## config.mk

```make
export PLATFORM = sky130hd
export DESIGN_NAME = config_decompressor_flat
export DESIGN_NICKNAME = d
export VERILOG_FILES = /design/src/hw/cfg_pkg.sv /design/src/hw/cfg_link_if.sv /design/src/hw/config_decompressor.sv /design/src/hw/stream_fifo.sv /design/src/flat_wrapper.sv
export SDC_FILE = /design/constraint.sdc
export NUM_CORES = 1
export LEC_CHECK = 0
export BUFFER_PORTS_ARGS = -buffer_cell sky130_fd_sc_hd__buf_4
export CORE_MARGIN = 5
export CORE_UTILIZATION = 62
export CTS_CLUSTER_DIAMETER = 80
export CTS_CLUSTER_SIZE = 14
export DETAILED_ROUTE_END_ITERATION = 12
export PLACE_DENSITY = 0.79
export SETUP_SLACK_MARGIN = 0.2
export SLEW_MARGIN = 10
export SYNTH_ARGS = -nofsm -noshare
export SYNTH_HDL_FRONTEND = slang
export SYNTH_SLANG_ARGS = --single-unit
```

## constraint.sdc

```tcl
create_clock -name clk -period 3.2 [get_ports clk]
set_input_delay 0.32 -clock clk [delete_from_list [all_inputs] [get_ports clk]]
set_output_delay 0.32 -clock clk [all_outputs]
set_load 0.02 [all_outputs]
```

## src/hw/cfg_pkg.sv

```systemverilog
package cfg_pkg;
   localparam int DATA_W         = 8;
   localparam int CLK_PERIOD_PS  = 8000;
   localparam int LINK_PERIOD_PS = 64000;
   // Half period of a link clock made here, rounded down, never below one cycle
   localparam int LINK_HALF_CYC  = (LINK_PERIOD_PS / (2 * CLK_PERIOD_PS)) < 1 ? 1
                                 : LINK_PERIOD_PS / (2 * CLK_PERIOD_PS);
   localparam int LINK_CNT_W     = 4;
   localparam int PP_BEATS_COMP  = 4;
   localparam int PP_BEATS_PLAIN = 1;
   localparam int FIFO_DEPTH     = 32;
   localparam int RUN_FLAG_BIT   = 7;
   localparam int RUN_CNT_W      = 4;

   typedef enum logic [1:0] {
      parallel_passive_load = 2'b00,
      active_serial_load    = 2'b01,
      serial_passive_load   = 2'b10,
      boundary_scan_load    = 2'b11
   } load_mode_t;
endpackage : cfg_pkg

```

## src/hw/cfg_link_if.sv

```systemverilog
`timescale 1ns/10ps
interface cfg_link_if;
   logic                         host_clock;
   logic                         dev_clock;
   logic [cfg_pkg::DATA_W-1:0]   data;

   modport dev  (input host_clock, input data, output dev_clock);
   modport host (output host_clock, output data, input dev_clock);
endinterface : cfg_link_if

```

## src/hw/config_decompressor.sv

```systemverilog
`timescale 1ns/10ps
// What this block does
// - Expand compressed stream live into configuration cells
// - Compression accepted in parallel, active, passive serial
// - No decompression over boundary-scan; refuse it
// - Host clocks four times the compressed parallel word rate
// - Host holds each compressed parallel word four clocks
// - Compression chosen per device in serial chains
// - Parallel chain devices share one compression setting
// - Expansion outruns the link, never throttling it
module config_decompressor #(
   parameter int DATA_W = cfg_pkg::DATA_W,
   parameter int DEPTH  = cfg_pkg::FIFO_DEPTH
) (
   input  wire logic                clk,
   input  wire logic                rst_n,
   cfg_link_if.dev                  link,
   input  wire cfg_pkg::load_mode_t mode,
   input  wire logic                compress_en,
   input  wire logic                load_enable,
   output logic [DATA_W-1:0]        cell_data,
   output logic                     cell_valid,
   input  wire logic                cell_ready,
   output logic                     overrun,
   output logic                     truncated,
   output logic                     decompress_refused
);
   import cfg_pkg::*;

   localparam int BEAT_W = $clog2(DATA_W);

   typedef enum logic [1:0] {
      x_idle    = 2'b00,
      x_run_val = 2'b01,
      x_run_out = 2'b10,
      x_lit     = 2'b11
   } xp_state_t;

   logic [LINK_CNT_W-1:0] div;
   logic [LINK_CNT_W-1:0] next_div;
   logic                  dev_clk;
   logic                  next_dev_clk;
   logic                  clk_s1;
   logic                  clk_s2;
   logic                  clk_s3;
   logic [DATA_W-1:0]     dat_s1;
   logic [DATA_W-1:0]     dat_s2;
   logic                  rise;
   logic                  expand;
   logic [BEAT_W-1:0]     beat;
   logic [BEAT_W-1:0]     next_beat;
   logic [BEAT_W-1:0]     pp_last;
   logic [DATA_W-1:0]     shift;
   logic [DATA_W-1:0]     next_shift;
   logic [DATA_W-1:0]     byte_q;
   logic [DATA_W-1:0]     next_byte_q;
   logic                  byte_stb;
   logic                  next_byte_stb;
   logic                  next_overrun;
   logic                  next_truncated;
   logic                  next_refused;
   logic                  fifo_in_ready;
   logic                  fifo_valid;
   logic                  fifo_pop;
   logic [DATA_W-1:0]     fifo_data;
   xp_state_t             state;
   xp_state_t             next_state;
   logic [RUN_CNT_W-1:0]  count;
   logic [RUN_CNT_W-1:0]  next_count;
   logic [DATA_W-1:0]     run_val;
   logic [DATA_W-1:0]     next_run_val;
   logic [DATA_W-1:0]     next_cell_data;
   logic                  next_cell_valid;
   logic                  out_free;

   assign link.dev_clock = dev_clk;

   // Our own clock goes through the same two stages as the host's so both
   // modes see data and edge with equal delay
   always_ff @(posedge clk) begin
      if (!rst_n) begin
         clk_s1 <= 1'b0;
         clk_s2 <= 1'b0;
         clk_s3 <= 1'b0;
         dat_s1 <= '0;
         dat_s2 <= '0;
      end else begin
         clk_s1 <= (mode == active_serial_load) ? dev_clk : link.host_clock;
         clk_s2 <= clk_s1;
         clk_s3 <= clk_s2;
         dat_s1 <= link.data;
         dat_s2 <= dat_s1;
      end
   end

   // Expansion is off over boundary-scan whatever the option says
   assign expand = compress_en && (mode != boundary_scan_load);
   assign rise   = clk_s2 && !clk_s3;
   // Host holds each word for four clocks when compressed
   assign pp_last = expand ? BEAT_W'(PP_BEATS_COMP - 1)
                           : BEAT_W'(PP_BEATS_PLAIN - 1);

   always_comb begin
      next_div      = div;
      next_dev_clk  = dev_clk;
      next_beat     = beat;
      next_shift    = shift;
      next_byte_q   = byte_q;
      next_byte_stb = 1'b0;
      if ((mode == active_serial_load) && load_enable) begin
         if (div == LINK_CNT_W'(LINK_HALF_CYC - 1)) begin
            next_div     = '0;
            next_dev_clk = !dev_clk;
         end else begin
            next_div = div + 1'b1;
         end
      end else begin
         next_div     = '0;
         next_dev_clk = 1'b0;
      end
      if (!load_enable) begin
         next_beat = '0;
      end else if (rise) begin
         case (mode)
            parallel_passive_load: begin
               if (beat == pp_last) begin
                  next_beat     = '0;
                  next_byte_q   = dat_s2;
                  next_byte_stb = 1'b1;
               end else begin
                  next_beat = beat + 1'b1;
               end
            end
            default: begin
               next_shift = {shift[DATA_W-2:0], dat_s2[0]};
               if (beat == BEAT_W'(DATA_W - 1)) begin
                  next_beat     = '0;
                  next_byte_q   = next_shift;
                  next_byte_stb = 1'b1;
               end else begin
                  next_beat = beat + 1'b1;
               end
            end
         endcase
      end
      // A lost byte is flagged; dropping load_enable clears it unless a loss coincides
      next_overrun   = (byte_stb && !fifo_in_ready) || (overrun && load_enable);
      next_truncated = (!load_enable && (state != x_idle))
                       || (truncated && !load_enable);
      next_refused   = compress_en && (mode == boundary_scan_load);
   end

   always_ff @(posedge clk) begin
      if (!rst_n) begin
         div                <= '0;
         dev_clk            <= 1'b0;
         beat               <= '0;
         shift              <= '0;
         byte_q             <= '0;
         byte_stb           <= 1'b0;
         overrun            <= 1'b0;
         truncated          <= 1'b0;
         decompress_refused <= 1'b0;
      end else begin
         div                <= next_div;
         dev_clk            <= next_dev_clk;
         beat               <= next_beat;
         shift              <= next_shift;
         byte_q             <= next_byte_q;
         byte_stb           <= next_byte_stb;
         overrun            <= next_overrun;
         truncated          <= next_truncated;
         decompress_refused <= next_refused;
      end
   end

   // Only a few words ride here, never the whole image
   stream_fifo #(
      .W     (DATA_W),
      .DEPTH (DEPTH)
   ) u_fifo (
      .clk       (clk),
      .rst_n     (rst_n),
      .in_valid  (byte_stb),
      .in_ready  (fifo_in_ready),
      .in_data   (byte_q),
      .out_valid (fifo_valid),
      .out_ready (fifo_pop),
      .out_data  (fifo_data)
   );

   // Runs are capped at sixteen words so one token expands in fewer cycles
   // than the link needs to deliver the next one
   always_comb begin
      out_free        = !cell_valid || cell_ready;
      next_state      = state;
      next_count      = count;
      next_run_val    = run_val;
      next_cell_data  = cell_data;
      next_cell_valid = cell_valid && !cell_ready;
      fifo_pop        = 1'b0;
      case (state)
         x_idle: begin
            if (fifo_valid && !expand && out_free) begin
               fifo_pop        = 1'b1;
               next_cell_data  = fifo_data;
               next_cell_valid = 1'b1;
            end else if (fifo_valid && expand) begin
               fifo_pop   = 1'b1;
               next_count = fifo_data[RUN_CNT_W-1:0];
               next_state = fifo_data[RUN_FLAG_BIT] ? x_run_val : x_lit;
            end
         end
         x_run_val: begin
            if (fifo_valid) begin
               fifo_pop     = 1'b1;
               next_run_val = fifo_data;
               next_state   = x_run_out;
            end
         end
         x_run_out: begin
            if (out_free) begin
               next_cell_data  = run_val;
               next_cell_valid = 1'b1;
               next_count      = count - 1'b1;
               if (count == '0) begin
                  next_state = x_idle;
               end
            end
         end
         x_lit: begin
            if (fifo_valid && out_free) begin
               fifo_pop        = 1'b1;
               next_cell_data  = fifo_data;
               next_cell_valid = 1'b1;
               next_count      = count - 1'b1;
               if (count == '0) begin
                  next_state = x_idle;
               end
            end
         end
         default: begin
            next_state = x_idle;
         end
      endcase
      if (!load_enable) begin
         next_state = x_idle;
      end
   end

   always_ff @(posedge clk) begin
      if (!rst_n) begin
         state      <= x_idle;
         count      <= '0;
         run_val    <= '0;
         cell_data  <= '0;
         cell_valid <= 1'b0;
      end else begin
         state      <= next_state;
         count      <= next_count;
         run_val    <= next_run_val;
         cell_data  <= next_cell_data;
         cell_valid <= next_cell_valid;
      end
   end
endmodule : config_decompressor

```

## src/hw/stream_fifo.sv

```systemverilog
`timescale 1ns/10ps
module stream_fifo #(
   parameter int W     = 8,
   parameter int DEPTH = 32
) (
   input  wire logic         clk,
   input  wire logic         rst_n,
   input  wire logic         in_valid,
   output logic              in_ready,
   input  wire logic [W-1:0] in_data,
   output logic              out_valid,
   input  wire logic         out_ready,
   output logic [W-1:0]      out_data
);
   localparam int AW = $clog2(DEPTH);

   logic [W-1:0] mem [DEPTH];
   logic [AW:0]  wr;
   logic [AW:0]  rd;
   logic [AW:0]  next_wr;
   logic [AW:0]  next_rd;
   logic         push;
   logic         pop;

   always_comb begin
      in_ready  = (wr[AW-1:0] != rd[AW-1:0]) || (wr[AW] == rd[AW]);
      out_valid = (wr != rd);
      out_data  = mem[rd[AW-1:0]];
      push      = in_valid && in_ready;
      pop       = out_valid && out_ready;
      next_wr   = push ? wr + 1'b1 : wr;
      next_rd   = pop ? rd + 1'b1 : rd;
   end

   always_ff @(posedge clk) begin
      if (!rst_n) begin
         wr <= '0;
         rd <= '0;
      end else begin
         wr <= next_wr;
         rd <= next_rd;
      end
   end

   // Storage needs no reset; pointers guard every read
   always_ff @(posedge clk) begin
      if (push) begin
         mem[wr[AW-1:0]] <= in_data;
      end
   end
endmodule : stream_fifo

```

## src/flat_wrapper.sv

```systemverilog
// flat-port wrapper written by rule: the top's interface ports become plain ports
module config_decompressor_flat import cfg_pkg::*;
#(
   parameter int DATA_W = cfg_pkg::DATA_W,
   parameter int DEPTH  = cfg_pkg::FIFO_DEPTH
)
  (clk, rst_n, mode, compress_en, load_enable, cell_data, cell_valid, cell_ready, overrun, truncated, decompress_refused, link_host_clock, link_data, link_dev_clock);
  cfg_link_if link_i ();
  input  wire logic clk;
  input  wire logic rst_n;
  input  wire cfg_pkg::load_mode_t mode;
  input  wire logic compress_en;
  input  wire logic load_enable;
  output logic [DATA_W-1:0] cell_data;
  output logic cell_valid;
  input  wire logic cell_ready;
  output logic overrun;
  output logic truncated;
  output logic decompress_refused;
  input wire logic [$bits(link_i.host_clock)-1:0] link_host_clock;
  input wire logic [$bits(link_i.data)-1:0] link_data;
  output wire logic [$bits(link_i.dev_clock)-1:0] link_dev_clock;
  assign link_i.host_clock = link_host_clock;
  assign link_i.data = link_data;
  assign link_dev_clock = link_i.dev_clock;
  config_decompressor #(.DATA_W(DATA_W), .DEPTH(DEPTH)) u_core (.clk(clk), .rst_n(rst_n), .link(link_i), .mode(mode), .compress_en(compress_en), .load_enable(load_enable), .cell_data(cell_data), .cell_valid(cell_valid), .cell_ready(cell_ready), .overrun(overrun), .truncated(truncated), .decompress_refused(decompress_refused));
endmodule
```

[After elaboration in Yosys (flattened, before gate mapping)]
Memories as Yosys holds them, arrays and structs flattened. A register that Yosys moved wholly into a read port is not among the register bits.
Index checks and enable logic that the tools add are counted.
Operators by class
  equal/unequal tests: 19
  reductions and logical operators: 42
  add/subtract/negate cells: 5
  muxes and demuxes: 41
  bitwise operators: 3
Operators by type and width (count)
  $mux 8: 6
  $pmux 8 s3: 1
  $mux 2: 8
  $mux 4: 4
  $logic_and 1x1->1: 15
  $mux 1: 13
  $add 6x1->6 const B: 2
  $ne 2x1->1 const B: 6
  $pmux 4 s3: 1
  $mux 5: 2
  $reduce_and 5->1: 2
  $mux 3: 3
  $pmux 2 s4: 1
  $reduce_and 4->1: 2
  $logic_not 1->1: 7
  $eq 2x2->1 const B: 3
  $ne 6x6->1: 1
  $pmux 1 s3: 2
  $reduce_and 2->1: 3
  $reduce_and 3->1: 2
  $ne 5x5->1: 1
  $add 4x1->4 const B: 1
  $eq 2x1->1 const B: 2
  $eq 4x2->1 const B: 1
  other kinds (13): 21
Storage, ports and cells
  flip-flop bits (word level): 81
  word-level logic and storage cells: 132
  RAM bits: 256
  memories: 1
  input port bits: 16
  output and inout port bits: 13
Memories
  u_core.u_fifo.mem: words 32, width 8, read ports 1, clocked after memory_dff 1, write ports 1, RTL line stream_fifo.sv:17  | logic [W-1:0] mem [DEPTH];

[Depth between registers and ports, before layout]
  depth after elaboration: 10
  gate-level depth with buffers: 9
  depth with buffers taken out: 7

[Cells and area by module]
A second synthesis with hierarchy kept.
Unflattened totals
  cell total of the unflattened synthesis: 782
  area, all modules: 13531.7 sq um
By module, submodules not included
  stream_fifo: cells an instance 495, times used 1, area an instance 10700.3 sq um, seq. area each 8027.7 sq um
  config_decompressor: cells an instance 287, times used 1, area an instance 2831.5 sq um, seq. area each 1381.3 sq um

[Worst setup path before layout]
OpenSTA, ideal clock, no wires.
  kind: reg-to-reg
  from: reg with a tool-made name
  to: reg u_core.run_val[0]
  data arrival time: 2396 ps
  stages on the path, launching flop included: 9
  path slack: 677 ps
  data required time: 3072 ps
  clock period less this slack: 2523 ps
  path buffers: 3
  setup time: 128 ps
  cells stage by stage: dfxtp_1 > buf_6 > buf_4 > buf_2 > mux4_2 > mux4_2 > mux2_2 > mux2i_1 > nor2_1
RTL lines
  end signal, assigned: RTL line config_decompressor.sv:261  | run_val <= next_run_val;
  end, declared: RTL line config_decompressor.sv:70  | logic [DATA_W-1:0] run_val;

==> run_results.csv <==
group,metric,value,unit
logic_synthesis,ys_async_sr_fraction,0,%
sta,final_hold_viol_count,0,
critical_path,endpoint_kind,"register",
final_layout,final_cells,1174,
clock_network,htreeDepth,1,
clock_network,cts_tree,"yes",
power,p_switching,2.07,mW
global_routing,grt_pass1_wl,44400,um
final_layout,drive_gt1_share,21.6,%
drt,viasPerCell,6.25,
logic_synthesis,synth_warnings,0,
sta,clock_skew,30.9,ps
worst_hold_path,min-delay-path-class,"input port to register",
run_status,outcome,"finished, final reports clean",
clock_network,clock-root-buffer,"clkbuf_16",
sta,period_share,86.5,%
clock_network,clk_pin_slew_worst_paths,70,ps
floorplan,core,0.0211,mm2
sta,tns,0,ps
logic_synthesis,syn_nets,819,
floorplan,die_w,157,um
clock_network,clk_path_buf_depth,3,
sta,fin_crit,2770,ps
final_layout,fin_nets,903,
drt,drc_errors,0,
drt,route.vias.total,7342,
logic_synthesis,synth-edff-count,256,
sta,maxSlewHeadroom,17.2,%
logic_synthesis,ys_types,54,
sta,final_max_slew_viol_count,0,
critical_path,critPathMaxStageDelay,740,ps
critical_path,crit_buf_inv,1,
logic_synthesis,yosysMostFrequentCell,"edfxtp_1",
power,p_leak,5.23,nW
critical_path,start_kind,"register",
logic_synthesis,netlist_area,0.0133,mm2
power,comb_power_share,12.5,%
global_routing,antenna_found_initial,0,
place,gp_congestion,0.891,
critical_path,critPathArrivalTime,3200,ps
critical_path,crit_path_max_fanout,25,
global_routing,grt_pass1_vias,7641,
final_layout,area_growth,12.9,%
final_layout,diodes,0,
logic_synthesis,synth.area.top_cells,"edfxtp_1, dfxtp_1, mux4_2",
logic_synthesis,syn_avg_cell_area,16.8,um2
place,dpl.cell_count,1113,
power,internal-power,7.04,mW
drt,ant_nets,0,
power,swShare,22.7,%
logic_synthesis,netlist.area_leader.share,57.8,%
drt,wl_per_cell,24.1,um
clock_network,clkSinkCount,342,
critical_path,critPathSlowestCell,"dfxtp_2",
floorplan,die_h,157,um
critical_path,cp_top_family,"multiplexers",
clock_network,cts_made_buffers,28,
place,dp_hpwl,17800,um
sta,worstMarginPinSlew,1240,ps
floorplan,start_util,63.1,%
sta,rsz0062_at_grt,"no",
place,port_buffers,28,
power,seqPwrFrac,53.4,%
floorplan,die-area,0.0245,mm2
global_routing,track_usage,23.9,%
run,drv_cap,0,
critical_path,criticalPathCategory,"register to register",
clock_network,ctsResizeCount,0,
logic_synthesis,ys_seq_area_share,70.7,%
floorplan,rows,53,
logic_synthesis,syn_inst,794,
power,clock_power_share,34.1,%
sta,setup-violations-final,0,
critical_path,cp_cell_sequence,"buf_4, mux4_2, mux2_2, o22ai_1, a221oi_1, mux2i_1, nor2_1",
power,irDropWorstVdd,0.000412,V
floorplan,io_pins,29,
critical_path,cp.required,3630,ps
global_routing,grt-ovfl-total,0,
logic_synthesis,synth_largest_area_cell,"edfxtp_1",
sta,max_freq,361,MHz
logic_synthesis,synth_flop_cell,"edfxtp_1",
logic_synthesis,synth_seq_cells,342,
clock_network,clk_latency,550,ps
logic_synthesis,synth_common_cells,"edfxtp_1, nor2_1, dfxtp_1",
drt,drtPass1Iterations,5,
global_routing,grt_max_degree,38,
drt,drt-initial-drc-count,866,
drt,drt_wl_total,28200,um
power,cellPowerDensity,607,mW/mm2
[layout by cell type, fill, tap and decap left out, types with 2 or more instances in the layout]
cell	count
a21oi_1	9
a221oi_1	3
a311oi_1	7
a31oi_1	10
and2_1	18
and3_1	3
buf_12	2
buf_4	79
clkbuf_1	21
clkbuf_16	28
dfxtp_1	84
dlygate4sd3_1	10
edfxtp_1	256
ha_1	9
inv_1	8
mux2_2	12
mux2i_1	25
mux4_1	8
mux4_2	66
nand2_1	47
nand2b_1	6
nand3_1	6
nand3b_1	2
nand4_1	4
nor2_1	91
nor2b_1	3
nor3_1	9
nor3b_1	2
nor4_1	2
o21a_1	5
o21ai_0	18
o22ai_1	4
or3_1	3
or3b_2	2
xnor2_1	9
xor2_1	8
[layout make-up]
cell class,instances,area (um2)
clock buffers,49,779
clock inverters,2,25.0
fillers,1251,6070
inverters,9,33.8
multi-input cells,406,3690
flip-flops and latches,342,9410
well taps,275,344
repair buffers,91,733
[power groups by stage]
| stage | Combinational, mW | Clock [mW] | Sequential (mW) |
|---|---|---|---|
| detailed placement | 1.12 | 0 | 4.97 |
| CTS | 1.15 | 3.14 | 4.87 |
| finish | 1.14 | 3.10 | 4.87 |
| floorplan | 0.828 | 0 | 4.94 |
| global placement | 1.08 | 0 | 4.96 |
| global route | 1.23 | 3.36 | 4.88 |
[state kept, by name, summed over array words and instances (netlist names), 2 cells and up, named ones only]
signal	cells
u_core.dat_s2	8
u_core.u_fifo.mem	256
u_core.div	4
u_core.cell_data	8
u_core.dat_s1	8
u_core.state	2
u_core.beat	3
u_core.u_fifo.wr	6
u_core.u_fifo.rd	6
u_core.byte_q	8
u_core.run_val	8
u_core.shift	7
u_core.count	4
[worst paths after layout]
kind,startpoint,end,slack (ps),depth (start not counted)
worst max-delay path,register,u_core.run_val[5],430,7
worst max register to register,register,u_core.run_val[5],430,7
worst min register to register,u_core.dat_s1[1],u_core.dat_s2[1],430,1
worst min-delay path,compress_en,u_core.decompress_refused,80,2
[kinds of logic (layout without fill, tap and decap cells)]
group / after synthesis / in the layout / synth area share (%)
muxes: 111 / 111 / 15.6
xor gates and xnor gates: 17 / 17 / 1.12
adders and majority gates: 9 / 9 / 0.846
DFF: 342 / 342 / 70.7
buffers and inverters: 46 / 151 / 1.57
and+or+nand+nor: 202 / 202 / 6.86
AOI/OAI and AO/OA: 67 / 67 / 3.27
[stage by stage]
stage          utilization, %  setup WS, ps  hold WS (ps)  area (um2)  power [mW]
6_report                 71.2           433          75.1       15000        9.11
3_3_place_gp             66.9           497           416       14100        6.04
3_5_place_dp             66.9           435           418       14100        6.09
4_1_cts                  71.2           419          55.2       15000        9.16
5_1_grt                  71.2           310          73.4       15000        9.46
2_1_floorplan               -           677           399       13300        5.77
[routing by layer]
metal | up-vias | GRT usage, % | routed length, um | share of wire, %
met4 | 0 | 5.25 | 502 | 1.8
met3 | 43 | 2.85 | 1940 | 6.9
met1 | 3744 | 32.9 | 10900 | 38
met2 | 330 | 41.6 | 15000 | 53
li1 | 3225 | - | - | -
met5 | - | 0 | 0 | 0
[worst register-to-register path: stages, from the launching register on]
cell      delay, ps
dfxtp_2         740
buf_4           400
mux4_2          390
mux2_2          310
o22ai_1         400
a221oi_1        170
mux2i_1         180
nor2_1           60
[what timing repair did]
action	4_1_cts	5_1_grt
hold buffers	10	0
hold endpoints to repair	10	0
setup buffers	0	0
Power figures use the tool's default switching activity.
